`config.mk`:
```
export PLATFORM = sky130hd
export DESIGN_NAME = ssfp_packer
export DESIGN_NICKNAME = d
export VERILOG_FILES = /design/src/design/ssfp_pkg.sv /design/src/design/ssfp_packer.sv
export SDC_FILE = /design/constraint.sdc
export NUM_CORES = 1
export LEC_CHECK = 0
export BUFFER_PORTS_ARGS = -buffer_cell sky130_fd_sc_hd__buf_2
export CORE_UTILIZATION = 45
export CTS_BUF_LIST = sky130_fd_sc_hd__clkbuf_2
export CTS_CLUSTER_DIAMETER = 50
export DETAILED_ROUTE_END_ITERATION = 7
export HOLD_SLACK_MARGIN = 0.12
export MAX_ROUTING_LAYER = met4
export PLACE_DENSITY = 0.75
export SLEW_MARGIN = 20
export SYNTH_ARGS = -nofsm -noshare
export SYNTH_HDL_FRONTEND = slang
export SYNTH_SLANG_ARGS = --single-unit
```
`constraint.sdc`:
```
create_clock -name pclk -period 3.5 [get_ports pclk]
set_input_delay 0.7 -clock pclk [delete_from_list [all_inputs] [get_ports pclk]]
set_output_delay 0.7 -clock pclk [all_outputs]
set_load 0.05 [all_outputs]
```
`src/design/ssfp_pkg.sv`:
```
package ssfp_pkg;
	// Clock and frame timing
	localparam int CLK_HZ = 20000000;
	localparam int BASE_PERIOD_MS = 5;
	localparam int BASE_CYCLES = CLK_HZ / 1000 * BASE_PERIOD_MS;
	localparam int STD_BYTES = 8;
	localparam int SAF_BYTES = 16;
	// Standard frame byte positions
	localparam int STD_STATUS = 0;
	localparam int STD_SAFE = 1;
	localparam int STD_PLAIN = 2;
	localparam int STD_CASE = 4;
	localparam int STD_RESTART = 5;
	localparam int STD_FAULT = 7;
	// Safety frame byte positions
	localparam int SAF_STATUS = 0;
	localparam int SAF_SAFE = 1;
	localparam int SAF_PLAIN = 4;
	localparam int SAF_RESTART = 7;
	localparam int SAF_CASE = 10;
	localparam int SAF_FAULT = 15;
	// Fault byte bits
	localparam int FLT_CONFIG = 0;
	localparam int FLT_UNIT = 1;
	// APB register byte addresses
	localparam logic [7:0] REG_CTRL = 8'h00;
	localparam logic [7:0] REG_STATUS = 8'h04;
	localparam logic [7:0] REG_PATHS = 8'h08;
	localparam logic [7:0] REG_MISC = 8'h0c;
	localparam logic [7:0] REG_IRQ_STAT = 8'h10;
	localparam logic [7:0] REG_IRQ_EN = 8'h14;
	localparam logic [7:0] REG_IRQ_CLR = 8'h18;
	localparam logic [7:0] REG_COUNT = 8'h1c;
	// Reset values
	localparam logic [7:0] CTRL_RST = 8'h00;
	localparam logic [7:0] RPI_MULT_RST = 8'h01;
	localparam logic [1:0] IRQ_EN_RST = 2'h0;
	// Interrupt bits
	localparam int IRQ_STD = 0;
	localparam int IRQ_SAF = 1;

	typedef struct packed {
		logic tamper_detected;
		logic contour_reference_state;
		logic window_soil_fault;
		logic window_soil_alert;
		logic idle_state_flag;
		logic scanning_active_flag;
	} ssfp_status_t;

	typedef struct packed {
		ssfp_status_t status;
		logic [7:0] safe_output_path_state;
		logic [7:0] plain_output_path_state;
		logic [7:0] restart_needed_path;
		logic [7:0] case_number;
		logic unit_fault;
		logic config_fault;
	} ssfp_snap_t;
endpackage : ssfp_pkg

```
`src/design/ssfp_packer.sv`:
```
`timescale 1ns/1ns
// Summary of operation
// The 8-byte standard frame only leaves the device toward the controller as its input data.
// Each frame refreshes every 5 ms times the packet-interval multiple set by software.
// Standard frame bytes 1 safe, 2 plain, 4 case, 5 restart, 7 faults; 3 and 6 reserved zero.
// The 16-byte frame also goes device to controller, flagged as the safety-connection frame.
// Safety frame bytes 0 status, 1 safe, 4 plain, 7 restart, 10 case, 15 faults.
// In each per-path byte bit n-1 is path n; paths 5 to 8 exist only on the extended variant.
// Status byte bit 5 tamper, 4 contour, 3 soil fault, 2 soil alert, 1 idle, 0 scanning.
module ssfp_packer #(
	parameter int BASE_CYCLES = ssfp_pkg::BASE_CYCLES, // Cycles in one base period
	parameter bit EXTENDED = 1'b0 // Extended variant with eight paths
) (
	input wire logic pclk, // APB clock
	input wire logic presetn, // Async reset, active low
	input wire logic psel, // APB select
	input wire logic penable, // APB enable
	input wire logic pwrite, // APB direction
	input wire logic [7:0] paddr, // APB byte address
	input wire logic [31:0] pwdata, // APB write data
	output logic [31:0] prdata, // APB read data
	output logic pready, // APB ready
	output logic pslverr, // APB error
	input wire ssfp_pkg::ssfp_snap_t snap, // Live scanner state
	output logic [63:0] std_frame, // Standard frame, byte 0 in bits 7:0
	output logic std_valid, // One-cycle pulse on refresh
	output logic [127:0] saf_frame, // Safety frame, byte 0 in bits 7:0
	output logic saf_valid, // One-cycle pulse on refresh
	output logic saf_conn, // Safety frame marked for safety connection
	output logic irq // Level interrupt
);
	logic [7:0] ctrl_r; // bit0 std enable, bit1 safety enable
	logic [7:0] rpi_mult_r;
	logic [31:0] base_cnt_r;
	logic [7:0] mult_cnt_r;
	logic tick_r;
	logic [1:0] irq_stat_r;
	logic [1:0] irq_en_r;
	logic [15:0] frame_cnt_r;
	logic [31:0] rdata_nxt;
	logic access;
	logic wr;
	logic clr_hit;
	logic [7:0] path_mask;
	logic [1:0] clr_mask;
	logic [1:0] set_mask;

	// Hides paths 5..8 on the basic variant so the frame never claims absent outputs
	function automatic logic [7:0] mask_paths(input logic [7:0] v, input logic [7:0] m);
		mask_paths = v & m;
	endfunction : mask_paths

	function automatic logic [7:0] status_byte(input ssfp_pkg::ssfp_status_t s);
		status_byte = {2'b00, s.tamper_detected, s.contour_reference_state,
			s.window_soil_fault, s.window_soil_alert, s.idle_state_flag,
			s.scanning_active_flag};
	endfunction : status_byte

	function automatic logic [7:0] fault_byte(input ssfp_pkg::ssfp_snap_t s);
		fault_byte = 8'h00;
		fault_byte[ssfp_pkg::FLT_UNIT] = s.unit_fault;
		fault_byte[ssfp_pkg::FLT_CONFIG] = s.config_fault;
	endfunction : fault_byte

	assign path_mask = EXTENDED ? 8'hff : 8'h0f;
	// A write lands only on the edge that also sees ready, as the bus asks
	assign access = psel && penable && pready;
	assign wr = access && pwrite;
	assign clr_hit = wr && (paddr == ssfp_pkg::REG_IRQ_CLR);

	////////////////////////////////////////////////////////////////////////
	// Refresh timing
	always_ff @(posedge pclk or negedge presetn) begin
		if (!presetn) begin
			base_cnt_r <= 32'h0;
			mult_cnt_r <= 8'h0;
			tick_r <= 1'b0;
		end else begin
			tick_r <= 1'b0;
			if (base_cnt_r == 32'(BASE_CYCLES - 1)) begin
				base_cnt_r <= 32'h0;
				if (mult_cnt_r + 8'h1 >= rpi_mult_r) begin
					mult_cnt_r <= 8'h0;
					tick_r <= 1'b1;
				end else begin
					mult_cnt_r <= mult_cnt_r + 8'h1;
				end
			end else begin
				base_cnt_r <= base_cnt_r + 32'h1;
			end
		end
	end

	////////////////////////////////////////////////////////////////////////
	// Frame assembly; frames are outputs only, nothing flows back in
	always_ff @(posedge pclk or negedge presetn) begin
		if (!presetn) begin
			std_frame <= 64'h0;
			std_valid <= 1'b0;
		end else begin
			std_valid <= 1'b0;
			if (tick_r && ctrl_r[0]) begin
				std_frame <= '0;
				std_frame[ssfp_pkg::STD_STATUS*8 +: 8] <= status_byte(snap.status);
				std_frame[ssfp_pkg::STD_SAFE*8 +: 8] <=
					mask_paths(snap.safe_output_path_state, path_mask);
				std_frame[ssfp_pkg::STD_PLAIN*8 +: 8] <=
					mask_paths(snap.plain_output_path_state, path_mask);
				std_frame[ssfp_pkg::STD_CASE*8 +: 8] <= snap.case_number;
				std_frame[ssfp_pkg::STD_RESTART*8 +: 8] <=
					mask_paths(snap.restart_needed_path, path_mask);
				std_frame[ssfp_pkg::STD_FAULT*8 +: 8] <= fault_byte(snap);
				std_valid <= 1'b1;
			end
		end
	end

	always_ff @(posedge pclk or negedge presetn) begin
		if (!presetn) begin
			saf_frame <= 128'h0;
			saf_valid <= 1'b0;
			saf_conn <= 1'b0;
		end else begin
			saf_valid <= 1'b0;
			saf_conn <= ctrl_r[1];
			if (tick_r && ctrl_r[1]) begin
				saf_frame <= '0;
				saf_frame[ssfp_pkg::SAF_STATUS*8 +: 8] <= status_byte(snap.status);
				saf_frame[ssfp_pkg::SAF_SAFE*8 +: 8] <=
					mask_paths(snap.safe_output_path_state, path_mask);
				saf_frame[ssfp_pkg::SAF_PLAIN*8 +: 8] <=
					mask_paths(snap.plain_output_path_state, path_mask);
				saf_frame[ssfp_pkg::SAF_RESTART*8 +: 8] <=
					mask_paths(snap.restart_needed_path, path_mask);
				saf_frame[ssfp_pkg::SAF_CASE*8 +: 8] <= snap.case_number;
				saf_frame[ssfp_pkg::SAF_FAULT*8 +: 8] <= fault_byte(snap);
				saf_valid <= 1'b1;
			end
		end
	end

	////////////////////////////////////////////////////////////////////////
	// Registers
	always_ff @(posedge pclk or negedge presetn) begin
		if (!presetn) begin
			ctrl_r <= ssfp_pkg::CTRL_RST;
			rpi_mult_r <= ssfp_pkg::RPI_MULT_RST;
			irq_en_r <= ssfp_pkg::IRQ_EN_RST;
		end else if (wr) begin
			case (paddr)
				ssfp_pkg::REG_CTRL: begin
					ctrl_r <= {6'h0, pwdata[1:0]};
					// Zero multiple is taken as one so a frame still goes out
					rpi_mult_r <= (pwdata[15:8] == 8'h0) ? 8'h1 : pwdata[15:8];
				end
				ssfp_pkg::REG_IRQ_EN: irq_en_r <= pwdata[1:0];
				default: ;
			endcase
		end
	end

	// Each sent frame raises its own sticky bit
	always_comb begin
		set_mask = 2'h0;
		set_mask[ssfp_pkg::IRQ_STD] = std_valid;
		set_mask[ssfp_pkg::IRQ_SAF] = saf_valid;
	end

	assign clr_mask = clr_hit ? pwdata[1:0] : 2'h0;

	// Set wins over a clear arriving in the same cycle
	always_ff @(posedge pclk or negedge presetn) begin
		if (!presetn) begin
			irq_stat_r <= 2'h0;
		end else begin
			irq_stat_r <= (irq_stat_r & ~clr_mask) | set_mask;
		end
	end

	always_ff @(posedge pclk or negedge presetn) begin
		if (!presetn) begin
			frame_cnt_r <= 16'h0;
		end else if (tick_r) begin
			frame_cnt_r <= frame_cnt_r + 16'h1;
		end
	end

	always_ff @(posedge pclk or negedge presetn) begin
		if (!presetn) begin
			irq <= 1'b0;
		end else begin
			irq <= |(irq_stat_r & irq_en_r);
		end
	end

	always_comb begin
		rdata_nxt = 32'h0;
		case (paddr)
			ssfp_pkg::REG_CTRL: rdata_nxt = {16'h0, rpi_mult_r, ctrl_r};
			ssfp_pkg::REG_STATUS: rdata_nxt = {24'h0, status_byte(snap.status)};
			ssfp_pkg::REG_PATHS: rdata_nxt = {8'h0,
				mask_paths(snap.restart_needed_path, path_mask),
				mask_paths(snap.plain_output_path_state, path_mask),
				mask_paths(snap.safe_output_path_state, path_mask)};
			ssfp_pkg::REG_MISC: rdata_nxt = {16'h0, fault_byte(snap), snap.case_number};
			ssfp_pkg::REG_IRQ_STAT: rdata_nxt = {30'h0, irq_stat_r};
			ssfp_pkg::REG_IRQ_EN: rdata_nxt = {30'h0, irq_en_r};
			ssfp_pkg::REG_COUNT: rdata_nxt = {16'h0, frame_cnt_r};
			default: rdata_nxt = 32'h0;
		endcase
	end

	// No wait state: ready rises in the first access cycle, pulses once
	always_ff @(posedge pclk or negedge presetn) begin
		if (!presetn) begin
			pready <= 1'b0;
			prdata <= 32'h0;
			pslverr <= 1'b0;
		end else begin
			pready <= psel && !penable;
			prdata <= (psel && !penable && !pwrite) ? rdata_nxt : prdata;
			pslverr <= psel && !penable && (paddr[1:0] != 2'b00 || paddr > ssfp_pkg::REG_COUNT);
		end
	end
endmodule : ssfp_packer

```
# == After elaboration in Yosys (flattened, before gate mapping) ==
# Cells that the tools add are included.
# W data, S select, Z words.
# word_totals
output_inout_bits,230
register_bits,165
elab_cells,61
# op_classes
n_addsub,3
eq_ne,8
magnitude_cmp,2
n_reduce_logical,18
n_bitwise,4
mux,9
# op_table
operator,n
$pmux W20 S7,1
$add A32 B1 Y32 const B,1
$eq A32 B17 Y1 const B,1
$eq A8 B5 Y1 const B,4
$mux W32,1
$add A16 B1 Y16 const B,1
$eq A8 B4 Y1 const B,2
$logic_not A8 Y1,2
$mux W8,2
$logic_and A1 B1 Y1,9
$add A8 B1 Y8 const B,1
$eq A8 B3 Y1 const B,1
$ge A8 B8 Y1,1
$gt A8 B5 Y1 const B,1
$and A2 B2 Y2,2
$mux W1,4
$reduce_and A2 Y1,2
$logic_not A1 Y1,2
$mux W2,1
$not A2 Y2,1
$or A2 B2 Y2,1
$reduce_bool A2 Y1,1
$reduce_or A2 Y1,1
$logic_or A1 B1 Y1,1

# == Logic depth before layout (Yosys ltp) ==
# depth
depth_word,8
ltp_mapped,10
ltp_nobuf,10

# == Least setup slack after synthesis ==
# Ideal clock, no wire load.
# synth_timing
path_kind,register -> register
startpoint,reg base_cnt_r[13]
endpoint,reg base_cnt_r[29]
t_arrival_ps,2095
setup_time_ps,124
path_stages_with_launch,7
required_time_ps,3376
synth_period_minus_slack_ps,2219
path_slack_ps,1281
cell_sequence,dfrtp_1 > nand2_2 > or4_4 > or4_4 > buf_6 > or3_4 > xnor2_2
# synth_via
elab_chain_cells,2
# synth_rtl
element,line_no,text
from (decl),ssfp_packer.sv:34,logic [31:0] base_cnt_r;
from (signal assigned),ssfp_packer.sv:89,base_cnt_r <= base_cnt_r + 32'h1;
$add A32 B1 Y32 or $eq A32 B17 Y1 (tied branches),"ssfp_packer.sv:89, ssfp_packer.sv:80",
$mux W32 (*),ssfp_packer.sv:80,if (base_cnt_r == 32'(BASE_CYCLES - 1)) begin
# Mark *: on every way between the ends. The rest lies on a longest branch, timed or not.
# A chain may end at the register's enable or synchronous reset.

# == Worst setup path in the final report ==
# layout_timing
startpoint,reg mult_cnt_r[0]
endpoint,reg mult_cnt_r[6]
# layout_via
elab_chain_cells,3
# layout_rtl
element,line_no,text
from (decl),ssfp_packer.sv:35,logic [7:0] mult_cnt_r;
from (signal assigned),ssfp_packer.sv:86,mult_cnt_r <= mult_cnt_r + 8'h1;
$add A8 B1 Y8 (*),"ssfp_packer.sv:82, ssfp_packer.sv:86",
$ge A8 B8 Y1,ssfp_packer.sv:82,if (mult_cnt_r + 8'h1 >= rpi_mult_r) begin
$mux W8 (*),ssfp_packer.sv:82,
# Marks and branches as above.

==> results <==
- The flip-flop and latch count after synthesis is 153.
- The worst setup path is captured at a flop.
- The clock net in this run drives a total of 153 sinks.
- The first global-routing pass estimated 25200 um of wire.
- The min-delay analysis places its worst path in the category input port to flop.
- In this run the mean area of a mapped cell was 10.9 um^2.
- For this configuration, the core starts out at a cell density of 0.460.
- The highest routing layer actually used is met4.
- For the worst setup path, the data required time is 4.17 ns.
- In this run the remaining antenna-violating nets after routing total 0.
- In this run the tool buffered the top-level ports with 132 buffer cells.
- The leakage power summed over all cells is 4.35 nW.
- 315 I/O pins were placed.
- Setup repair after global routing left no endpoint under its margin.
- The number of synthesized flops with an enable pin is 0.
- The sum of net half-perimeters after detailed placement is 11600 um.
- In this run the cell area of the synthesized design comes to 0.00794 mm^2.
- Dividing total power by cell area gives a power density of 405 mW/mm^2.
- The detailed-route wire length per cell is 14.4 um.
- The run finished with clean final reports.
- After layout, the worst setup slack is 0.622 ns.
- The part of the Yosys area used for sequential elements is 0.483.
- The congestion estimate from routability-driven global placement came to 0.813.
- For this block, wires on met1 add up to 7040 um.
- The most used flip-flop cell after synthesis is sky130_fd_sc_hd__dfrtp_1.
- Entering global routing, the biggest net connects 68 pins.
- Subtracting the final worst setup slack from the clock period gives 2.88 ns.
- Including well taps, the total number of placed cells is 1068.
- The category of the most critical setup path is flop to flop.
- The number of endpoints failing setup at the final stage is 0.
- The clock passes through at most 2 buffers.
- From left edge to right edge, the die measures 135 um.
- The core area is 0.0172 mm^2.
- For this run the aggregate overflow at the end of global routing stands at 0.
- The clock tree from TritonCTS is built.
- The worst pin sits at a relative slew slack of 0.359.
- The post-synthesis to final-layout area growth is 7.68%.
- The total routing usage reported by global routing is 0.186.
- The final number of max-transition violations is 0.
- At the placement stage, the worst setup path has a slack of 0.775 ns.
- After synthesis, the share of flip-flops with an asynchronous set or reset is 1.00.
- Clock-pin slew was measured on the worst setup and hold paths at 0.24 ns.
- TritonCTS created 17 clock buffers.
- The final number of hold-violating endpoints is 0.
- The worst-case vdd ir drop is 285 uV.
- For this block, the initial DRC count from the detailed router was 214.
- The number of global-route vias before repair is 4941.
- The die covers 0.0182 mm^2.
- The amount of wire on met3 after detailed routing is 698 um.
- Excluding fillers, the count of instances in the completed layout stands at 1103.
- The clock reaches the later pin of the worst-skew pair after 0.75 ns.
- For the pin with the worst max-slew slack, the measured transition is 0.958 ns.
- In the routed design, unresolved DRC markers number 0.
- The number of violations of the max-capacitance limit is 0.
- The signal arrival time at the worst endpoint is 3.55 ns.
- The cell sitting at the root of the clock tree is a sky130_fd_sc_hd__clkbuf_2.
- The post-synthesis instance total is 729.
- For the final routed database, the setup TNS stands at 0 ns.
- The initialized floorplan defines 48 standard-cell rows.
- Summed over all nets, wire length on met2 after detailed routing comes to 7720 um.
- The H-tree was split into 4 levels.
- The biggest fanout along the worst timing path is 10.
- The detailed-route via count is 5303.
- The worst setup path is launched from a flop.
- The final wirelength is 15800 um.
- The final layout contains 960 nets.
- The yosys synthesis warning count is 0.
- After detailed routing, the number of vias per cell comes to 4.81.
- The number of resized instances in the post-cts repair step is 0.
- Across the routed clock network, the largest skew measured is 0.0379 ns.
- In the final layout, the share of cells above drive strength 1 is 0.292.
- The first detailed-routing pass ran for 5 iterations.
- The initial antenna violation count is 1.
- The minimum hold slack is 0.179 ns.
- The share of the cycle needed by the critical path after routing is 0.822.
- The number of distinct standard cells referenced by the synthesized netlist is 50.
- From bottom edge to top edge, the die measures 135 um.
- The highest clock rate is 347 MHz.
==> repair_timing <==
| item | CTS | global route |
|---|---|---|
| hold buffers | 2 | 0 |
| endpoints found under the hold margin | 66 | 0 |
| buffers inserted | 0 | 0 |
==> final timing paths <==
| path | from | to | slack, ns | cells past startpoint |
|---|---|---|---|---|
| worst max-delay path | mult_cnt_r[0]$_DFFE_PN0N_ | mult_cnt_r[6]$_DFFE_PN0N_ | 0.62 | 10 |
| worst min-delay path | snap[4] | std_frame[34]$_DFFE_PN0P_ | 0.18 | 2 |
| worst max register to register | mult_cnt_r[0]$_DFFE_PN0N_ | mult_cnt_r[6]$_DFFE_PN0N_ | 0.62 | 10 |
| worst min register to register | std_valid$_DFF_PN0_ | irq_stat_r[0]$_DFF_PN0_ | 0.48 | 1 |
| max in group asynchronous | presetn | irq_en_r[1]$_DFFE_PN0P_ | 2.19 | 3 |
| min in group asynchronous | presetn | base_cnt_r[20]$_DFF_PN0_ | 0.46 | 2 |
==> where the power goes <==
part           leakage, nW  switching, mW  internal (mW)
clock network        0.140          0.682          0.279
logic                 2.22          0.584         0.0921
registers             1.99         0.0161           1.81
total                 4.35           1.28           2.18
==> cell usage after synthesis (all sizes together), types with 7 or more instances <==
cell type	n	area share
xnor2	30	0.034
clkbuf	20	0.0095
mux2	76	0.11
xor2	19	0.021
a22oi	12	0.011
nand2	61	0.029
a22o	10	0.011
ha	11	0.017
nand3	29	0.018
dfrtp	152	0.48
o21ai	23	0.015
and3	10	0.0079
nor4	8	0.0063
nor2	27	0.013
nor3	11	0.0069
inv	15	0.0071
nand4	7	0.0055
buf	152	0.14
==> metrics by stage <==
step | power, mW | util | area (um^2)
3_5_place_dp | 2.53 | 0.481 | 8290
5_1_grt | 3.59 | 0.496 | 8550
4_1_cts | 3.49 | 0.496 | 8540
6_report | 3.46 | 0.496 | 8550
3_3_place_gp | 2.52 | 0.481 | 8290
2_1_floorplan | 2.52 | - | 8490
==> sequential cells by signal, indices dropped and copies added (netlist names) <==
signal	cells
saf_frame	28
saf_conn	1
irq_en_r	2
pready	1
prdata	20
frame_cnt_r	16
irq_stat_r	2
base_cnt_r	32
pslverr	1
irq	1
tick_r	1
std_frame	28
std_valid	1
saf_valid	1
rpi_mult_r	8
mult_cnt_r	8
ctrl_r	2
==> layout by cell type (no fill, tap or decap), types with 15 or more instances in the layout <==
cell and count:
sky130_fd_sc_hd__buf_2 131, sky130_fd_sc_hd__mux2_2 76, sky130_fd_sc_hd__xor2_1 19, sky130_fd_sc_hd__dfrtp_1 152, sky130_fd_sc_hd__xnor2_1 29, sky130_fd_sc_hd__conb_1 148, sky130_fd_sc_hd__nor2_1 27, sky130_fd_sc_hd__nand3_1 29
sky130_fd_sc_hd__o21ai_0 23, sky130_fd_sc_hd__clkbuf_2 18, sky130_fd_sc_hd__nand2_1 60, sky130_fd_sc_hd__inv_1 15
==> cell families after synthesis <==
family	share of synthesized area
other cells	0.000473
fa+ha+maj	0.0173
xor+xnor	0.0550
compound gates	0.0552
simple gates	0.116
flops	0.483
mux	0.114
buf+inv	0.159
==> worst max-delay path: stages (launching register included) <==
cell	delay, ns
sky130_fd_sc_hd__dfrtp_1	0.51
sky130_fd_sc_hd__ha_1	0.27
sky130_fd_sc_hd__nand3_1	0.14
sky130_fd_sc_hd__nor2_1	0.15
sky130_fd_sc_hd__xor2_1	0.25
sky130_fd_sc_hd__ha_1	0.27
sky130_fd_sc_hd__nand2_1	0.08
sky130_fd_sc_hd__o21ai_0	0.11
sky130_fd_sc_hd__a31oi_1	0.72
sky130_fd_sc_hd__nand3_1	0.18
sky130_fd_sc_hd__nand2_1	0.12
==> cell type report <==
cell class,instances,area (um^2)
antenna,1,2.50
clock buffer,18,90.1
clock inverter,14,140
fill,1551,8690
inverter,15,56.3
multi-input combinational,536,3390
sequential,153,3830
tap,225,282
timing repair buffer,141,752
==> routing by layer <==
metal	up-vias	track usage
met5	-	-
met2	200	0.291
met1	2599	0.237
li1	2480	-
met4	0	0.0737
met3	24	0.0390
(Power assumes the default switching activity.)
